<file path="src/common/rot_pkg.sv">
package rot_pkg;

  // ----------------------------------------------------------------
  // register map and fields
  // ----------------------------------------------------------------
  localparam int         WB_ADDR_W   = 8;
  localparam logic [7:0] OFF_CTRL    = 8'h00;
  localparam logic [7:0] OFF_CODE    = 8'h04;
  localparam logic [7:0] OFF_BCDE    = 8'h08;
  localparam logic [7:0] OFF_HLAF    = 8'h0C;
  localparam logic [7:0] OFF_INDEX   = 8'h10;
  localparam logic [7:0] OFF_STATUS  = 8'h14;
  localparam int         CTRL_START  = 0;
  localparam int         ST_BUSY     = 0;
  localparam int         ST_DONE     = 1;
  localparam int         ST_BAD      = 2;
  localparam int         ST_MCYC_LSB = 4;
  localparam int         ST_TCNT_LSB = 8;

  // flag byte layout
  localparam int FLAG_S  = 7;
  localparam int FLAG_Z  = 6;
  localparam int FLAG_H  = 4;
  localparam int FLAG_PV = 2;
  localparam int FLAG_N  = 1;
  localparam int FLAG_C  = 0;

  // ----------------------------------------------------------------
  // code bytes
  // ----------------------------------------------------------------
  localparam logic [7:0] PFX_CB   = 8'hCB;
  localparam logic [7:0] PFX_IDX1 = 8'hDD;
  localparam logic [7:0] PFX_IDX2 = 8'hFD;
  localparam logic [4:0] GRP_RLC  = 5'h00;
  localparam logic [4:0] GRP_RRC  = 5'h01;
  localparam logic [4:0] GRP_RL   = 5'h02;
  localparam logic [4:0] GRP_RR   = 5'h03;
  localparam logic [2:0] SEL_B    = 3'h0;
  localparam logic [2:0] SEL_C    = 3'h1;
  localparam logic [2:0] SEL_D    = 3'h2;
  localparam logic [2:0] SEL_E    = 3'h3;
  localparam logic [2:0] SEL_H    = 3'h4;
  localparam logic [2:0] SEL_L    = 3'h5;
  localparam logic [2:0] SEL_MEM  = 3'h6;
  localparam logic [2:0] SEL_A    = 3'h7;

  typedef enum logic [1:0] {OP_RLC, OP_RRC, OP_RL, OP_RR} rot_op_t;
  typedef enum logic [1:0] {FORM_REG, FORM_PTR, FORM_IDX} form_t;

  // ----------------------------------------------------------------
  // machine-cycle timing, one clock per clock state
  // ----------------------------------------------------------------
  localparam logic [2:0] T_STD       = 3'h4;
  localparam logic [2:0] T_SHORT     = 3'h3;
  localparam logic [2:0] T_LONG      = 3'h5;
  localparam logic [2:0] M_CNT_REG   = 3'h2;
  localparam logic [2:0] M_CNT_PTR   = 3'h4;
  localparam logic [2:0] M_CNT_IDX   = 3'h6;
  localparam logic [2:0] M_PTR_READ  = 3'h2;
  localparam logic [2:0] M_PTR_WRITE = 3'h3;
  localparam logic [2:0] M_IDX_DISP  = 3'h2;
  localparam logic [2:0] M_IDX_ADD   = 3'h3;
  localparam logic [2:0] M_IDX_READ  = 3'h4;
  localparam logic [2:0] M_IDX_WRITE = 3'h5;

  function automatic logic [2:0] t_len(form_t f, logic [2:0] m);
    logic [2:0] len;
    len = T_STD;
    if (f == FORM_PTR && m == M_PTR_WRITE)
      len = T_SHORT;
    if (f == FORM_IDX && (m == M_IDX_DISP || m == M_IDX_WRITE))
      len = T_SHORT;
    if (f == FORM_IDX && m == M_IDX_ADD)
      len = T_LONG;
    return len;
  endfunction : t_len

  function automatic logic [2:0] m_count(form_t f);
    return (f == FORM_IDX) ? M_CNT_IDX : ((f == FORM_PTR) ? M_CNT_PTR : M_CNT_REG);
  endfunction : m_count

endpackage : rot_pkg

</file>
<file path="src/core/mcycle_timer.sv">
`timescale 1ns/1ps
module mcycle_timer (
  input  wire logic            clk_i,
  input  wire logic            rst_i,
  input  wire logic            start_i,
  input  rot_pkg::form_t       form_i,
  output logic                 busy_o,
  output logic [2:0]           mcycle_o,
  output logic                 mcycle_end_o,
  output logic                 done_o
);
  typedef struct packed {
    logic           busy;
    rot_pkg::form_t form;
    logic [2:0]     m;
    logic [2:0]     t;
  } timer_state_t;

  timer_state_t s_q;
  timer_state_t s_d;

  assign busy_o       = s_q.busy;
  assign mcycle_o     = s_q.m;
  assign mcycle_end_o = s_q.busy && (s_q.t == rot_pkg::t_len(s_q.form, s_q.m) - 3'h1);
  assign done_o       = mcycle_end_o && (s_q.m == rot_pkg::m_count(s_q.form) - 3'h1);

  always_comb
  begin
    s_d = s_q;
    if (!s_q.busy)
    begin
      if (start_i)
      begin
        s_d.busy = 1'b1;
        s_d.form = form_i;
        s_d.m    = 3'h0;
        s_d.t    = 3'h0;
      end
    end
    else if (done_o)
      s_d.busy = 1'b0;
    else if (mcycle_end_o)
    begin
      s_d.m = s_q.m + 3'h1;
      s_d.t = 3'h0;
    end
    else
      s_d.t = s_q.t + 3'h1;
  end

  always_ff @(posedge clk_i)
  begin
    if (rst_i)
      s_q <= '0;
    else
      s_q <= s_d;
  end
endmodule : mcycle_timer

</file>
<file path="src/core/rotate_core.sv">
`timescale 1ns/1ps
module rotate_core (
  input  rot_pkg::rot_op_t op_i,
  input  wire logic [7:0]  operand_i,
  input  wire logic [7:0]  flags_i,
  output logic [7:0]       result_o,
  output logic [7:0]       flags_o
);
  always_comb
  begin
    case (op_i)
      rot_pkg::OP_RLC: result_o = {operand_i[6:0], operand_i[7]};
      rot_pkg::OP_RL:  result_o = {operand_i[6:0], flags_i[rot_pkg::FLAG_C]};
      rot_pkg::OP_RRC: result_o = {operand_i[0], operand_i[7:1]};
      rot_pkg::OP_RR:  result_o = {flags_i[rot_pkg::FLAG_C], operand_i[7:1]};
      default:         result_o = operand_i;
    endcase
    // the two undocumented flag bits pass through untouched
    flags_o = flags_i;
    if (op_i == rot_pkg::OP_RLC || op_i == rot_pkg::OP_RL)
      flags_o[rot_pkg::FLAG_C] = operand_i[7];
    else
      flags_o[rot_pkg::FLAG_C] = operand_i[0];
    flags_o[rot_pkg::FLAG_S] = result_o[7];
    flags_o[rot_pkg::FLAG_Z] = (result_o == 8'h00);
    flags_o[rot_pkg::FLAG_PV] = ~^result_o;
    flags_o[rot_pkg::FLAG_H]  = 1'b0;
    flags_o[rot_pkg::FLAG_N]  = 1'b0;
  end
endmodule : rotate_core

</file>
<file path="src/core/byte_rotate_unit.sv">
`timescale 1ns/1ps
// ------------------------------------------------------------------
// byte rotate unit
// ------------------------------------------------------------------
// Behaviour
// - circular left, bit 7 to carry and bit 0
// - left through carry, old carry to bit 0
// - circular right, bit 0 to carry and bit 7
// - right through carry, old carry to bit 7
// - either index plus signed displacement addresses byte
// - three operand forms, indexed use prefix, CB, d, op
// - low three bits select register, 110 is memory
// - operation groups by upper five opcode bits
// - 8, 15 or 23 clock states per form
// - sign equals result bit 7
// - zero set when result is zero
// - parity even sets flag; half, subtract cleared
// - pointer form addresses through pointer pair
module byte_rotate_unit (
  input  wire logic                          clk_i,
  input  wire logic                          rst_i,
  input  wire logic [rot_pkg::WB_ADDR_W-1:0] adr_i,
  input  wire logic [31:0]                   dat_i,
  output logic [31:0]                        dat_o,
  input  wire logic                          we_i,
  input  wire logic [3:0]                    sel_i,
  input  wire logic                          cyc_i,
  input  wire logic                          stb_i,
  output logic                               ack_o,
  output logic [15:0]                        mem_addr_o,
  output logic                               mem_rd_o,
  output logic                               mem_wr_o,
  output logic [7:0]                         mem_wdata_o,
  input  wire logic [7:0]                    mem_rdata_i,
  output logic                               busy_o
);

  // ----------------------------------------------------------------
  // types
  // ----------------------------------------------------------------
  typedef struct packed {
    logic             ok;
    rot_pkg::form_t   form;
    rot_pkg::rot_op_t op;
    logic [2:0]       sel;
    logic             use_two;
    logic [7:0]       disp;
  } decode_t;

  typedef struct packed {
    logic [7:0]       b;
    logic [7:0]       c;
    logic [7:0]       d;
    logic [7:0]       e;
    logic [7:0]       h;
    logic [7:0]       l;
    logic [7:0]       a;
    logic [7:0]       f;
    logic [15:0]      index_reg_one;
    logic [15:0]      index_reg_two;
    logic [31:0]      code;
    rot_pkg::form_t   form;
    rot_pkg::rot_op_t op;
    logic [2:0]       sel;
    logic [15:0]      addr;
    logic [7:0]       wdata;
    logic [7:0]       flags_pend;
    logic             done;
    logic             bad;
    logic [7:0]       tcount;
    logic [7:0]       last_tcount;
    logic             ack;
    logic [31:0]      rdata;
  } unit_state_t;

  unit_state_t s_q;
  unit_state_t s_d;
  decode_t     dec;
  logic        wb_take;
  logic        start_go;
  logic        t_busy;
  logic [2:0]  t_mcycle;
  logic        t_mend;
  logic        t_done;
  logic [7:0]  core_operand;
  logic [7:0]  core_result;
  logic [7:0]  core_flags;
  logic [2:0]  rd_mcycle;
  logic [2:0]  wr_mcycle;

  // ----------------------------------------------------------------
  // helpers
  // ----------------------------------------------------------------
  function automatic decode_t decode_code(logic [31:0] code);
    decode_t    dc;
    logic [7:0] op_byte;
    dc      = '0;
    op_byte = code[15:8];
    if (code[7:0] == rot_pkg::PFX_CB)
    begin
      dc.ok = 1'b1;
      dc.form = (op_byte[2:0] == rot_pkg::SEL_MEM) ? rot_pkg::FORM_PTR : rot_pkg::FORM_REG;
    end
    else if ((code[7:0] == rot_pkg::PFX_IDX1 || code[7:0] == rot_pkg::PFX_IDX2) &&
             code[15:8] == rot_pkg::PFX_CB)
    begin
      op_byte    = code[31:24];
      dc.ok      = (op_byte[2:0] == rot_pkg::SEL_MEM);
      dc.form    = rot_pkg::FORM_IDX;
      dc.use_two = (code[7:0] == rot_pkg::PFX_IDX2);
      dc.disp    = code[23:16];
    end
    dc.sel = op_byte[2:0];
    case (op_byte[7:3])
      rot_pkg::GRP_RLC: dc.op = rot_pkg::OP_RLC;
      rot_pkg::GRP_RRC: dc.op = rot_pkg::OP_RRC;
      rot_pkg::GRP_RL:  dc.op = rot_pkg::OP_RL;
      rot_pkg::GRP_RR:  dc.op = rot_pkg::OP_RR;
      default:          dc.ok = 1'b0;
    endcase
    return dc;
  endfunction : decode_code

  function automatic logic [7:0] reg_read(unit_state_t s, logic [2:0] sel);
    logic [7:0] v;
    case (sel)
      rot_pkg::SEL_B: v = s.b;
      rot_pkg::SEL_C: v = s.c;
      rot_pkg::SEL_D: v = s.d;
      rot_pkg::SEL_E: v = s.e;
      rot_pkg::SEL_H: v = s.h;
      rot_pkg::SEL_L: v = s.l;
      rot_pkg::SEL_A: v = s.a;
      default:        v = 8'h00;
    endcase
    return v;
  endfunction : reg_read

  function automatic unit_state_t reg_write(unit_state_t s, logic [2:0] sel, logic [7:0] v);
    unit_state_t r;
    r = s;
    case (sel)
      rot_pkg::SEL_B: r.b = v;
      rot_pkg::SEL_C: r.c = v;
      rot_pkg::SEL_D: r.d = v;
      rot_pkg::SEL_E: r.e = v;
      rot_pkg::SEL_H: r.h = v;
      rot_pkg::SEL_L: r.l = v;
      rot_pkg::SEL_A: r.a = v;
      default:        r = s;
    endcase
    return r;
  endfunction : reg_write

  function automatic logic [31:0] merge_bytes(logic [31:0] old, logic [31:0] nw,
                                              logic [3:0] be);
    logic [31:0] r;
    r = old;
    for (int i = 0; i < 4; i++)
    begin
      if (be[i])
        r[i*8 +: 8] = nw[i*8 +: 8];
    end
    return r;
  endfunction : merge_bytes

  function automatic logic hit(logic [rot_pkg::WB_ADDR_W-1:0] adr, logic [7:0] off);
    return adr[rot_pkg::WB_ADDR_W-1:2] == off[rot_pkg::WB_ADDR_W-1:2];
  endfunction : hit

  // a start needs the low byte lane and the start bit together
  function automatic logic start_request(logic [rot_pkg::WB_ADDR_W-1:0] adr, logic [3:0] be,
                                         logic [31:0] wd);
    return hit(adr, rot_pkg::OFF_CTRL) && be[0] && wd[rot_pkg::CTRL_START];
  endfunction : start_request

  function automatic logic [15:0] sext_disp(logic [7:0] d);
    return {{8{d[7]}}, d};
  endfunction : sext_disp

  // operand registers honour byte lanes; callers keep them frozen while running
  function automatic unit_state_t write_regs(unit_state_t s,
                                             logic [rot_pkg::WB_ADDR_W-1:0] adr,
                                             logic [31:0] wd, logic [3:0] be);
    unit_state_t r;
    r = s;
    if (hit(adr, rot_pkg::OFF_CODE))
      r.code = merge_bytes(s.code, wd, be);
    if (hit(adr, rot_pkg::OFF_BCDE))
      {r.b, r.c, r.d, r.e} = merge_bytes({s.b, s.c, s.d, s.e}, wd, be);
    if (hit(adr, rot_pkg::OFF_HLAF))
      {r.h, r.l, r.a, r.f} = merge_bytes({s.h, s.l, s.a, s.f}, wd, be);
    if (hit(adr, rot_pkg::OFF_INDEX))
      {r.index_reg_two, r.index_reg_one} =
        merge_bytes({s.index_reg_two, s.index_reg_one}, wd, be);
    return r;
  endfunction : write_regs

  // unmapped words and the start register read zero
  function automatic logic [31:0] read_word(unit_state_t s,
                                            logic [rot_pkg::WB_ADDR_W-1:0] adr,
                                            logic bsy, logic [2:0] mcyc);
    logic [31:0] w;
    w = 32'h0000_0000;
    if (hit(adr, rot_pkg::OFF_CODE))
      w = s.code;
    if (hit(adr, rot_pkg::OFF_BCDE))
      w = {s.b, s.c, s.d, s.e};
    if (hit(adr, rot_pkg::OFF_HLAF))
      w = {s.h, s.l, s.a, s.f};
    if (hit(adr, rot_pkg::OFF_INDEX))
      w = {s.index_reg_two, s.index_reg_one};
    if (hit(adr, rot_pkg::OFF_STATUS))
    begin
      w[rot_pkg::ST_BUSY]          = bsy;
      w[rot_pkg::ST_DONE]          = s.done;
      w[rot_pkg::ST_BAD]           = s.bad;
      w[rot_pkg::ST_MCYC_LSB +: 3] = mcyc;
      w[rot_pkg::ST_TCNT_LSB +: 8] = s.last_tcount;
    end
    return w;
  endfunction : read_word

  // ----------------------------------------------------------------
  // sub-blocks
  // ----------------------------------------------------------------
  assign dec = decode_code(s_q.code);

  mcycle_timer u_timer (
    .clk_i        (clk_i),
    .rst_i        (rst_i),
    .start_i      (start_go),
    .form_i       (dec.form),
    .busy_o       (t_busy),
    .mcycle_o     (t_mcycle),
    .mcycle_end_o (t_mend),
    .done_o       (t_done)
  );

  // memory forms take the byte straight off the read data in its last state
  assign core_operand = (s_q.form == rot_pkg::FORM_REG) ? reg_read(s_q, s_q.sel) : mem_rdata_i;

  rotate_core u_core (
    .op_i      (s_q.op),
    .operand_i (core_operand),
    .flags_i   (s_q.f),
    .result_o  (core_result),
    .flags_o   (core_flags)
  );

  assign rd_mcycle = (s_q.form == rot_pkg::FORM_IDX) ? rot_pkg::M_IDX_READ : rot_pkg::M_PTR_READ;
  assign wr_mcycle = (s_q.form == rot_pkg::FORM_IDX) ? rot_pkg::M_IDX_WRITE : rot_pkg::M_PTR_WRITE;

  // ----------------------------------------------------------------
  // bus and sequencing
  // ----------------------------------------------------------------
  assign wb_take  = cyc_i && stb_i && !s_q.ack;
  assign start_go = wb_take && we_i && start_request(adr_i, sel_i, dat_i) && !t_busy &&
                    dec.ok;

  always_comb
  begin
    s_d     = s_q;
    // one pulse per access; a strobe still high after ack is not taken again
    s_d.ack = wb_take;

    // ---- bus writes; operand state is frozen while running ----
    if (wb_take && we_i)
    begin
      if (start_request(adr_i, sel_i, dat_i) && !t_busy)
      begin
        s_d.done = 1'b0;
        s_d.bad  = !dec.ok;
        if (dec.ok)
        begin
          s_d.form   = dec.form;
          s_d.op     = dec.op;
          s_d.sel    = dec.sel;
          s_d.tcount = 8'h00;
          s_d.addr = {s_q.h, s_q.l};
          if (dec.form == rot_pkg::FORM_IDX)
            s_d.addr = (dec.use_two ? s_q.index_reg_two : s_q.index_reg_one) +
                       sext_disp(dec.disp);
        end
      end
      // a refused write is still acknowledged so the master never stalls
      else if (!t_busy)
        s_d = write_regs(s_d, adr_i, dat_i, sel_i);
    end

    // ---- bus reads ----
    if (wb_take)
      s_d.rdata = read_word(s_q, adr_i, t_busy, t_mcycle);

    // ---- execution ----
    if (t_busy)
    begin
      s_d.tcount = s_q.tcount + 8'h01;
      // latch rotated byte at end of read
      if (s_q.form != rot_pkg::FORM_REG && t_mend && t_mcycle == rd_mcycle)
      begin
        s_d.wdata      = core_result;
        s_d.flags_pend = core_flags;
      end
      if (t_done)
      begin
        s_d.done        = 1'b1;
        s_d.last_tcount = s_q.tcount + 8'h01;
        if (s_q.form == rot_pkg::FORM_REG)
        begin
          s_d   = reg_write(s_d, s_q.sel, core_result);
          s_d.f = core_flags;
        end
        else
          s_d.f = s_q.flags_pend;
      end
    end
  end

  always_ff @(posedge clk_i)
  begin
    if (rst_i)
      s_q <= '0;
    else
      s_q <= s_d;
  end

  // ----------------------------------------------------------------
  // outputs
  // ----------------------------------------------------------------
  assign ack_o       = s_q.ack;
  assign dat_o       = s_q.rdata;
  assign busy_o      = t_busy;
  assign mem_addr_o  = s_q.addr;
  assign mem_wdata_o = s_q.wdata;
  assign mem_rd_o = t_busy && s_q.form != rot_pkg::FORM_REG && t_mcycle == rd_mcycle;
  assign mem_wr_o = t_busy && s_q.form != rot_pkg::FORM_REG && t_mcycle == wr_mcycle;

endmodule : byte_rotate_unit

</file>
<file path="config.mk">
export PLATFORM = sky130hd
export DESIGN_NAME = byte_rotate_unit
export DESIGN_NICKNAME = d
export VERILOG_FILES = /design/src/common/rot_pkg.sv /design/src/core/mcycle_timer.sv /design/src/core/rotate_core.sv /design/src/core/byte_rotate_unit.sv
export SDC_FILE = /design/constraint.sdc
export NUM_CORES = 1
export LEC_CHECK = 0
export ABC_AREA = 1
export BUFFER_PORTS_ARGS = -buffer_cell sky130_fd_sc_hd__buf_2
export CAP_MARGIN = 5
export CORE_MARGIN = 2
export CORE_UTILIZATION = 65
export DETAILED_ROUTE_END_ITERATION = 16
export PLACE_DENSITY = 0.86
export SYNTH_ARGS = -nofsm -noshare
export SYNTH_HDL_FRONTEND = slang
export SYNTH_HIERARCHICAL = 1
export SYNTH_SLANG_ARGS = --single-unit
</file>
<file path="constraint.sdc">
create_clock -name clk_i -period 8 [get_ports clk_i]
set_input_delay 1.6 -clock clk_i [delete_from_list [all_inputs] [get_ports clk_i]]
set_output_delay 1.6 -clock clk_i [all_outputs]
set_load 0.01 [all_outputs]
</file>
# == Yosys cells after proc, flatten, opt, wreduce, memory -nomap -nowiden ==
# Cells that the tools add are included.
# Widths: inputs -> output; s select.
# classes
addsub,6
n_eq_ne,37
mux,78
bitwise_logic,1
reduce_logical,43
# op_table
cell,count
$mux 218,4
$mux 32,9
$mux 8,29
$mux 128,1
$mux 16,4
$mux 56,1
$pmux 8 s7,1
$mux 23,2
$mux 41,1
$mux 3,13
$eq 8x8->1 const B,4
$pmux 8 s4,1
$mux 9,3
$logic_and 1x1->1,20
$eq 3x3->1 const B,6
$add 16x16->16,1
$eq 3x2->1 const B,4
$eq 3x3->1,4
$eq 6x2->1 const B,2
$eq 6x3->1 const B,2
$mux 6,2
$eq 2x2->1 const B,5
$eq 5x2->1 const B,2
$mux 10,1
other kinds (24),43
# word_totals
regBits,227
out_inout_bits,60

# == Depth between registers and ports, before layout ==
# Gate-level depths: netlist of run 1.
# logic_depth
ltp_word,15
ltp_mapped,25
depth_no_buf,23

# == Modules after synthesis ==
# Netlist of run 1, hierarchy kept.
# by_module_without_submodules
mod,n_inst,cells_per_inst,area_each_um2,seq_area_each_um2
byte_rotate_unit,1,1578,11496.0,4364.2
mcycle_timer,1,93,648.1,180.2
rotate_core,1,78,412.9,0.0

# == Least setup slack after synthesis of run 1 ==
# No wires, ideal clock.
# synth_timing
kind,reg2reg
start,register s_q[94] in the netlist's numbering
end,register s_q (netlist bit mem_addr_o[12])
setup_time_ps,112
arrival_ps,3046
required_time_ps,7888
path_slack_ps,4842
stages_incl_launch_ff,25
cell_sequence,dfxtp_1 nand2_1 inv_1 nand2_2 nor2_4 nand2_2 buf_6 clkbuf_1 mux2i_1 inv_1 ha_1 inv_1 fa_1 o21ai_0 nand3_1 nand2_1 nand2_1 nand3b_1 nand4_1 nand2_1 nand2_1 nand3_1 nand3_1 nand2_1 nand2_1
# synth_via
elab_chain_cells,13
word_cells_on_any_way,26
# synth_lines
item,line_no,source
start: declaration,byte_rotate_unit.sv:76,unit_state_t s_q;
start signal: assignment,byte_rotate_unit.sv:323,s_q <= '0;
start signal: assignment,byte_rotate_unit.sv:325,s_q <= s_d;
$eq 8x8->1 (on tied branches),"byte_rotate_unit.sv:104, byte_rotate_unit.sv:110",
$logic_or 1x1->1,byte_rotate_unit.sv:104,else if ((code[7:0] == rot_pkg::PFX_IDX1 || code[7:0] == rot_pkg::PFX_IDX2) &&
$logic_and 1x1->1,byte_rotate_unit.sv:104,
$mux 9 or $mux 8 (tied branches),byte_rotate_unit.sv:104,
$mux 9 or $mux 8 (tied branches),byte_rotate_unit.sv:99,if (code[7:0] == rot_pkg::PFX_CB)
$mux 16 (tied with other cells),byte_rotate_unit.sv:282,s_d.addr = (dec.use_two ? s_q.index_reg_two : s_q.index_reg_one) +
$add 16x16->16 or $reduce_or 4->1 (tied branches),--,
$mux 16 or $mux 1 (tied branches),"byte_rotate_unit.sv:281, byte_rotate_unit.sv:114",
$mux 23 (*),byte_rotate_unit.sv:274,if (dec.ok)
$mux 23 (*),byte_rotate_unit.sv:270,"if (start_request(adr_i, sel_i, dat_i) && !t_busy)"
$mux 218 (*),byte_rotate_unit.sv:268,if (wb_take && we_i)
$mux 218,byte_rotate_unit.sv:305,if (t_done)
$mux 218 (*),byte_rotate_unit.sv:296,if (t_busy)
# Mark *: on every way between the ends. The rest lies on a longest branch, timed or not. The select of a mux whose other input is x is not followed.
# A chain may end at the register's enable or synchronous reset.

# == Worst setup path after layout of run 1 ==
# layout_timing
start,input adr_i[7] in the netlist's numbering
end,register s_q[145] in the netlist's numbering
# layout_via
elab_chain_cells,8
word_cells_on_any_way,11
# layout_lines
item,line_no,source
start: declaration,byte_rotate_unit.sv:22,"input wire logic [rot_pkg::WB_ADDR_W-1:0] adr_i,"
branches (longest 4 deep; another with $mux 218),--,
$mux 128 (*),byte_rotate_unit.sv:270,
$mux 218 (*),byte_rotate_unit.sv:268,
$mux 218,byte_rotate_unit.sv:305,
$mux 218 (*),byte_rotate_unit.sv:296,
# Mark *: on every way between the ends. The select of a mux whose other input is x is not followed.

==> results of run 1 <==
## routing by layer
metal | vias to the layer above | GRT usage [%]
li1 | 5909 | -
met1 | 5856 | 55.4
met2 | 777 | 60.2
met3 | 154 | 8.69
met4 | 0 | 18.0
met5 | - | 0
## worst reg2reg max path: stages, from the launching register on
cell and delay, ns:
dfxtp_1 0.48, ha_1 0.20, ha_1 0.18, nand3_2 0.14, nand2_2 0.10, inv_2 0.05, nand3_2 0.07, nand2_2 0.05
nor2_2 0.09, nand3_2 0.11, inv_1 0.08, nand2_1 0.30, inv_2 0.49, nand2_2 0.26, nor2_1 0.81, a21oi_1 0.11
a221oi_1 0.32
## cells in the final DEF, fill, tap and decap left out, drive strengths merged, types with 12 or more instances in the layout
cell type and count:
a221oi 67, dfxtp 227, buf 126, nand2 328
nand3 82, inv 195, nand4 12, nor2 140
ha 21, o211ai 13, a21oi 243, clkbuf 36
o21ai 175
## through the flow
stage | util, % | hold WS [ns] | power, uW | setup WS [ns]
global route | 72.0 | 0.462 | 2480 | 3.80
detailed placement | 67.5 | 0.437 | 1270 | 3.56
CTS | 71.9 | 0.450 | 2430 | 3.85
floorplan | - | 0.427 | 1230 | 4.84
finish | 72.0 | 0.448 | 2440 | 4.00
global placement | 67.5 | 0.430 | 1270 | 3.61
## report_power, final
part           total [uW]  leakage (uW)  internal, uW  switching [uW]
sequential           1140       0.00183          1140            5.18
combinational         104       0.00309          29.0            75.1
clock                1190      0.000411           709             478
## state kept, by name, summed over array words and instances, names as in the netlist
register          flops
u_timer/busy_o        1
u_timer/mcycle_o      3
mem_addr_o           16
u_timer/s_q           5
mem_wdata_o           8
dat_o                32
ack_o                 1
s_q                 161
## cell families after synthesis
logic type | Yosys count
AND/OR/NAND/NOR | 591
AO/OA/AOI/OAI | 535
buffers and inverters | 340
flip-flops | 227
adder cells (fa/ha/maj) | 22
multiplexers | 17
XOR/XNOR | 16
other | 1
## layout make-up
type / instances / share of cell area [%]
multi-input cells: 1183 / 47.5
flip-flops and latches: 227 / 33.5
inverters: 198 / 5.49
clock buffers: 36 / 5.22
repair buffers: 126 / 4.89
well taps: 260 / 2.40
clock inverters: 9 / 0.914
## final timing paths
check	startpoint	end	depth (start not counted)
setup / recovery	adr_i[7]	s_q[145]	9
hold / removal	mem_addr_o[9]	mem_addr_o[9]	2
hold reg to reg	mem_addr_o[9]	mem_addr_o[9]	2
setup reg to reg	u_timer/mcycle_o[0]	s_q[167]	16
==> results.sh, run 1 <==
export IMPL_die_area_um2=20400
export IMPL_synth_most_common_cell="nand2_1"
export IMPL_highest_layer="met4"
export IMPL_grt_max_degree=101
export IMPL_cts_root_buf="clkbuf_16"
export IMPL_synthXorXnorAreaFrac_pct=1.12
export IMPL_layout_min_cycle_time_ns=4.00
export IMPL_gp_congestion=1.03
export IMPL_drive_above_1_share_pct=15.0
export IMPL_syn_to_final_growth_pct=7.90
export IMPL_ys_flop_type="dfxtp_1"
export IMPL_io_pins=117
export IMPL_vias=12700
export IMPL_grt_total_usage_pct=40.1
export IMPL_antennaDiodeCount=0
export IMPL_drv_slew=0
export IMPL_ctsHoldBuffers=0
export IMPL_syn_inst=1749
export IMPL_leakagePower_uw=0.00533
export IMPL_grt_pass1_wl_um=63100
export IMPL_met1_length_um=16500
export IMPL_dpl_cell_area_um2=12700
export IMPL_start_util_pct=66.7
export IMPL_worstPathCellList="buf_2, nor2_4, nand3_1, nor2_4, clkinv_1, nor2_1, inv_1, o21ai_0, a21oi_1"
export IMPL_layout_cells_non_filler=2039
export IMPL_io_buffers=114
export IMPL_antenna_found_initial=0
export IMPL_min_period_over_period_pct=50.0
export IMPL_synthMuxAreaShare_pct=1.43
export IMPL_cts_buffers=25
export IMPL_register_area_um2=4540
export IMPL_yosysWarnings=6
export IMPL_synth_cell_types=58
export IMPL_synth_fa_ha_area_share_pct=2.25
export IMPL_dpl_hpwl_um=30400
export IMPL_cp_start_kind="primary input"
export IMPL_max_stage_delay_ns=0.64
export IMPL_routedWlPerCell_um=20.5
export IMPL_die_y_um=143
export IMPL_stdcell_area_um2=13500
export IMPL_cts_resized=0
export IMPL_place_inst=1992
export IMPL_yosys_area_share_simple_pct=21.6
export IMPL_worst_skew_pair_late_latency_ns=0.53
export IMPL_synth_top_family_by_area="compound AO/OA/AOI/OAI gates"
export IMPL_postCtsSetupBuffers=0
export IMPL_crit_required_ns=8.40
export IMPL_hold_path_class="reg2reg"
export IMPL_synth_area_leaders="dfxtp_1 36%, a21oi_1 9.6%, nand2_1 9.4%"
export IMPL_path_class="in2reg"
export IMPL_yosysTopAreaCell="dfxtp_1"
export IMPL_drv_cap=0
export IMPL_first_pass_iters=7
export IMPL_grt_pass1_vias=11500
export IMPL_h_tree_depth=1
export IMPL_clk_pin_slew_ns=0.06
export IMPL_crit_slowest_cell="nor2_1"
export IMPL_synth_seq_cells=227
export IMPL_max_slew_margin_pct=20.4
export IMPL_worstMarginPinSlew_ns=1.19
export IMPL_fin_nets=1840
export IMPL_avgSynthCellArea_um2=7.18
export IMPL_drt_iter0_drc=1361
export IMPL_syn_area_um2=12600
export IMPL_die_x_um=143
export IMPL_ant_nets=0
export IMPL_clockBufferDepth=3
export IMPL_synth_edf_count=0
export IMPL_path_delay_family="simple AND/OR/NAND/NOR gates"
export IMPL_routed_via_density=6.23
export IMPL_powerDensity_nw_per_um2=180
export IMPL_ys_async_sr_fraction_pct=0
export IMPL_cts_tree="built"
export IMPL_yosysTopAreaCellShare_pct=36.2
export IMPL_grt_setup_unrepaired="no"
export IMPL_fin_skew_ns=0.0137
export IMPL_wl_met2_um=17800
export IMPL_multi_input_area_um2=6440
export IMPL_critPathBufInv=3
export IMPL_crit_top_cell="nor2_4"
export IMPL_synth_compound_area_share_pct=24.7
export IMPL_clock_sink_count=227
export IMPL_wl_um=41800
export IMPL_critPathCaptureType="flop"
export IMPL_critPathMaxFanout=28
export IMPL_overflow=0
export IMPL_vdd_drop_max_uv=184
export IMPL_fp_row_count=50
export IMPL_r2r_setup_slack_ns=4.06
export IMPL_nFillCells=1559
export IMPL_crit_arrival_ns=4.40
export IMPL_setup_viol=0
export IMPL_drc=0
export IMPL_tns_ns=0
export IMPL_core_um2=18800
export IMPL_status="finished clean"
export IMPL_finalHoldViolations=0
export IMPL_yosys_top_cells_count="314 x nand2_1, 242 x a21oi_1, 227 x dfxtp_1"
export IMPL_wl_met3_um=5290
export IMPL_yosysSeqAreaShare_pct=36.2
export IMPL_max_freq_mhz=250
(Power assumes the default switching activity.)
==> run 2: changes to the inputs <==
- CORE_UTILIZATION: 65 -> 60
- PLACE_DENSITY: 0.86 -> 0.8
- clock period: 8 -> 3.9 ns (I/O delays scaled with it)
==> run 2 against run 1 <==
  * Cell count up 1.2%
  * Critical path depth up 13
  * First-iteration DRC count down 3.0%
  * Register-to-register slack worse by 3.5 ns
  * Core utilization down 5.0 points
  * Setup slack worse by 3.5 ns
  * Combinational power up 100%
  * Largest power group unchanged
  * Highest routed layer unchanged
==> results.sh, run 2 (synthesis gave the netlist of run 1 again) <==
export IMPL_final_core_util_pct=67.0
export IMPL_gp_congestion=1.02
export IMPL_r2r_setup_slack_ns=0.52
export IMPL_vdd_drop_max_uv=357
export IMPL_syn_to_final_growth_pct=8.66
export IMPL_drv_cap=0
export IMPL_core_um2=20400
export IMPL_powerDensity_nw_per_um2=362
export IMPL_dpl_cell_area_um2=12800
export IMPL_nFillCells=1822
export IMPL_stdcell_area_um2=13600
export IMPL_die_area_um2=22100
export IMPL_worstMarginPinSlew_ns=0.833
export IMPL_grt_total_usage_pct=37.9
export IMPL_highest_layer="met4"
export IMPL_antennaDiodeCount=0
export IMPL_cts_root_buf="clkbuf_16"
export IMPL_cts_tree="built"
export IMPL_status="finished clean"
export IMPL_met1_length_um=17300
export IMPL_layout_min_cycle_time_ns=3.38
export IMPL_grt_pass1_vias=11200
export IMPL_routedWlPerCell_um=20.6
export IMPL_clockBufferDepth=3
export IMPL_register_area_um2=4540
export IMPL_io_buffers=114
export IMPL_postCtsSetupBuffers=0
export IMPL_cts_buffers=25
export IMPL_crit_required_ns=4.32
export IMPL_fp_row_count=52
export IMPL_final_common_cell="nand2_1"
export IMPL_crit_top_cell="nand2_1"
export IMPL_layout_cells_non_filler=2063
export IMPL_grt_max_degree=66
export IMPL_path_delay_family="simple AND/OR/NAND/NOR gates"
export IMPL_overflow=0
export IMPL_min_period_over_period_pct=86.7
export IMPL_drc=0
export IMPL_die_x_um=149
export IMPL_crit_slowest_cell="fa_1"
export IMPL_wl_met2_um=18600
export IMPL_drive_above_1_share_pct=15.7
export IMPL_final_cell_mix="314 x nand2_1, 242 x a21oi_1, 227 x dfxtp_1"
export IMPL_place_inst=2018
export IMPL_leakagePower_uw=0.00539
export IMPL_fin_skew_ns=0.0105
export IMPL_h_tree_depth=1
export IMPL_max_freq_mhz=296
export IMPL_first_pass_iters=6
export IMPL_worstPathCellList="nand2_1, inv_1, nand2_2, nor2_4, nand2_2, mux2i_1, inv_1, ha_1, inv_1, fa_1, o21ai_0, nand3_1, nand2_1, nand2_1, nand3b_1, nand4_1, nand2_1, nand2_1, nand3_1, nand3_1, nand2_1, nand2_1"
export IMPL_top_register="s_q"
export IMPL_fin_nets=1854
export IMPL_multi_input_area_um2=6440
export IMPL_cts_resized=0
export IMPL_cp_start_kind="flop"
export IMPL_start_util_pct=61.7
export IMPL_wl_met3_um=4780
export IMPL_grt_setup_unrepaired="no"
export IMPL_clk_pin_slew_ns=0.06
export IMPL_wl_um=42600
export IMPL_drt_iter0_drc=1320
export IMPL_critPathCaptureType="flop"
export IMPL_vias=12500
export IMPL_routed_via_density=6.08
export IMPL_holdWs_ns=0.447
export IMPL_dpl_hpwl_um=31700
export IMPL_grt_pass1_wl_um=64000
export IMPL_io_pins=117
export IMPL_hold_path_class="reg2reg"
export IMPL_ctsHoldBuffers=0
export IMPL_max_slew_margin_pct=44.2
export IMPL_clock_sink_count=227
export IMPL_crit_arrival_ns=3.80
export IMPL_die_y_um=149
export IMPL_path_class="reg2reg"
export IMPL_finalHoldViolations=0
export IMPL_critPathMaxFanout=9
export IMPL_tns_ns=0
export IMPL_antenna_found_initial=0
export IMPL_drv_slew=0
export IMPL_critPathBufInv=3
export IMPL_max_stage_delay_ns=0.45
export IMPL_largest_reg_flops=161
export IMPL_worst_skew_pair_late_latency_ns=0.53
export IMPL_setup_viol=0
export IMPL_ant_nets=0
-- run 2: final timing paths --
| path | start | endpoint | cells past startpoint |
|---|---|---|---|
| worst min register to register | mem_addr_o[8] | mem_addr_o[8] | 2 |
| worst max register to register | s_q[94] | mem_addr_o[12] | 22 |
| worst max-delay path | s_q[94] | mem_addr_o[12] | 22 |
| worst min-delay path | mem_addr_o[8] | mem_addr_o[8] | 2 |
-- run 2: final cells by class --
cell class                      instances  share of cell area, %
Multi-Input combinational cell       1183                   47.2
Timing Repair Buffer                  140                   5.63
Clock inverter                         12                  0.899
Tap cell                              270                   2.48
Sequential cell                       227                   33.3
Clock buffer                           33                   5.03
Inverter                              198                   5.46
-- run 2: metrics by stage --
| step | setup WS [ns] | power (uW) |
|---|---|---|
| global placement | 0.614 | 2600 |
| global route | 0.172 | 5050 |
| CTS | 0.557 | 4930 |
| finish | 0.520 | 4930 |
| floorplan | 0.742 | 2520 |
| detailed placement | 0.585 | 2600 |
-- run 2: routing by layer --
| metal | up-vias | global-route usage [%] |
|---|---|---|
| met1 | 5739 | 52.0 |
| met4 | 0 | 15.6 |
| li1 | 5940 | - |
| met2 | 735 | 58.7 |
| met3 | 126 | 7.24 |
| met5 | - | 0 |
-- run 2: power breakdown --
part / switching [uW] / internal [uW] / total [uW]
combinational: 151 / 59.8 / 211
clock: 1000 / 1370 / 2380
sequential: 11.2 / 2340 / 2350
total: 1170 / 3770 / 4930
-- run 2: worst reg2reg max path, cell delays in order (launching register included) --
cell and delay (ns):
dfxtp_1 0.44, nand2_1 0.07, inv_1 0.07, nand2_2 0.07, nor2_4 0.21, nand2_2 0.19
mux2i_1 0.16, inv_1 0.07, ha_1 0.16, inv_1 0.06, fa_1 0.45, o21ai_0 0.31
nand3_1 0.11, nand2_1 0.10, nand2_1 0.07, nand3b_1 0.14, nand4_1 0.12, nand2_1 0.13
nand2_1 0.08, nand3_1 0.07, nand3_1 0.07, nand2_1 0.07, nand2_1 0.04
==> run 3: changes to the inputs <==
- RECOVER_POWER: not set -> 50
==> run 3 against run 2 <==
  * Register-to-register slack is essentially flat
  * Final area shrank 0.94%
  * Via count shrank 0.61%
  * Sequential cell count is the same
  * Count of clock-buffer cells in the layout is the same
  * Setup slack lost 0.026 ns
  * Die area is the same
  * First-iteration DRC count shrank 1.1%
  * Clock skew grew 0.0027 ns
  * Sequential share of layout area grew 0.31 points
  * Largest cell class unchanged
==> results.sh, run 3 (synthesis gave the netlist of run 1 again) <==
export IMPL_status="finished clean"
export IMPL_powerDensity_nw_per_um2=365
export IMPL_drt_iter0_drc=1305
export IMPL_layout_min_cycle_time_ns=3.41
export IMPL_grt_total_usage_pct=37.9
export IMPL_finalHoldViolations=0
export IMPL_final_cell_mix="315 x nand2_1, 242 x a21oi_1, 227 x dfxtp_1"
export IMPL_drv_slew=0
export IMPL_fin_nets=1854
export IMPL_wl_met2_um=18600
export IMPL_clk_pin_slew_ns=0.06
export IMPL_nFillCells=1866
export IMPL_wl_um=42600
export IMPL_h_tree_depth=1
export IMPL_ant_nets=0
export IMPL_reg2reg_to="mem_addr_o[12]"
export IMPL_crit_required_ns=4.33
export IMPL_cts_resized=0
export IMPL_tns_ns=0
export IMPL_cts_tree="built"
export IMPL_cts_buffers=25
export IMPL_largest_reg_flops=161
export IMPL_drive_above_1_share_pct=12.0
export IMPL_min_period_over_period_pct=87.3
export IMPL_die_y_um=149
export IMPL_worstMarginPinSlew_ns=1.36
export IMPL_ctsHoldBuffers=0
export IMPL_cp_start_kind="primary input"
export IMPL_grt_setup_unrepaired="no"
export IMPL_r2r_setup_slack_ns=0.52
export IMPL_syn_to_final_growth_pct=7.64
export IMPL_critPathMaxFanout=30
export IMPL_grt_pass1_wl_um=64000
export IMPL_vias=12500
export IMPL_place_ws_ns=0.585
export IMPL_crit_arrival_ns=3.83
export IMPL_worst_skew_pair_late_latency_ns=0.53
export IMPL_antenna_found_initial=0
export IMPL_drv_cap=0
export IMPL_reg2regPathDepth=22
export IMPL_grt_pass1_vias=11200
export IMPL_hp_start="mem_addr_o[8]"
export IMPL_routedWlPerCell_um=20.6
export IMPL_fin_skew_ns=0.0132
export IMPL_dpl_hpwl_um=31700
export IMPL_met1_length_um=17100
export IMPL_hold_path_class="reg2reg"
export IMPL_die_area_um2=22100
export IMPL_start_util_pct=61.7
export IMPL_fp_row_count=52
export IMPL_io_buffers=114
export IMPL_cts_root_buf="clkbuf_16"
export IMPL_final_common_cell="nand2_1"
export IMPL_drc=0
export IMPL_antennaDiodeCount=0
export IMPL_path_class="in2reg"
export IMPL_regToRegStartpoint="s_q[94]"
export IMPL_setup_viol=0
export IMPL_top_register="s_q"
export IMPL_highest_layer="met4"
export IMPL_leakagePower_uw=0.00511
export IMPL_max_freq_mhz=294
export IMPL_first_pass_iters=5
export IMPL_clock_sink_count=227
export IMPL_die_x_um=149
export IMPL_max_slew_margin_pct=9.00
export IMPL_hold_end="mem_addr_o[8]"
export IMPL_vdd_drop_max_uv=357
export IMPL_wl_met3_um=5010
export IMPL_core_um2=20400
export IMPL_gp_congestion=1.02
export IMPL_postCtsSetupBuffers=0
export IMPL_hold_depth=2
export IMPL_critPathCaptureType="flop"
export IMPL_setup_ws_ns=0.494
export IMPL_routed_via_density=6.04
export IMPL_clockBufferDepth=3
export IMPL_grt_max_degree=66
export IMPL_io_pins=117
export IMPL_overflow=0
run 3: changes by cell type in the layout (fill, tap and decap cells not counted), sizes merged:
| cell | change |
|---|---|
| buf | -61 |
| clkbuf | +61 |
run 3: per-stage QoR:
stage,cells,util [%],power [uW],cell area [um^2],hold slack (ns)
finish,2063,66.4,4930,13500,0.449
global route,2063,66.4,5040,13500,0.471
CTS,2063,67.0,4930,13600,0.451
detailed placement,2018,63.0,2600,12800,0.436
global placement,2018,63.0,2600,12800,0.434
floorplan,1750,-,2520,12600,0.427
run 3: final cells by class:
type	count	area, um^2	area share [%]
well taps	270	338	2.50
multi-input cells	1183	6400	47.3
flip-flops and latches	227	4540	33.6
clock inverters	12	123	0.907
clock buffers	33	686	5.07
repair buffers	140	686	5.07
inverters	198	744	5.51
run 3: metal layers:
layer	vias to the layer above	GRT usage (%)
li1	5941	-
met1	5707	52.0
met2	701	58.7
met3	115	7.24
met4	0	15.6
met5	-	0
run 3: worst max path at each step:
stage / end / from / slack, ns / cells after the start
finish: dat_o[12] / adr_i[7] / 0.49 / 9
global placement: mem_addr_o[14] / s_q[94] / 0.61 / 22
floorplan: mem_addr_o[12] / s_q[94] / 0.74 / 24
detailed placement: mem_addr_o[14] / s_q[94] / 0.58 / 22
CTS: mem_addr_o[12] / s_q[94] / 0.56 / 22
global route: mem_addr_o[12] / s_q[94] / 0.17 / 22
run 3: power by group:
| group | switching [uW] | internal (uW) |
|---|---|---|
| clock network | 1010 | 1370 |
| registers | 11.7 | 2340 |
| logic | 149 | 54.3 |
| total | 1170 | 3760 |
run 3: critical path, cell delays in order:
cell      delay (ns)
buf_2           0.10
nor2_1          0.53
inv_1           0.25
nor4_1          0.48
clkbuf_1        0.94
nand2_1         0.12
o211ai_1        0.21
o221ai_1        0.23
a21oi_1         0.19
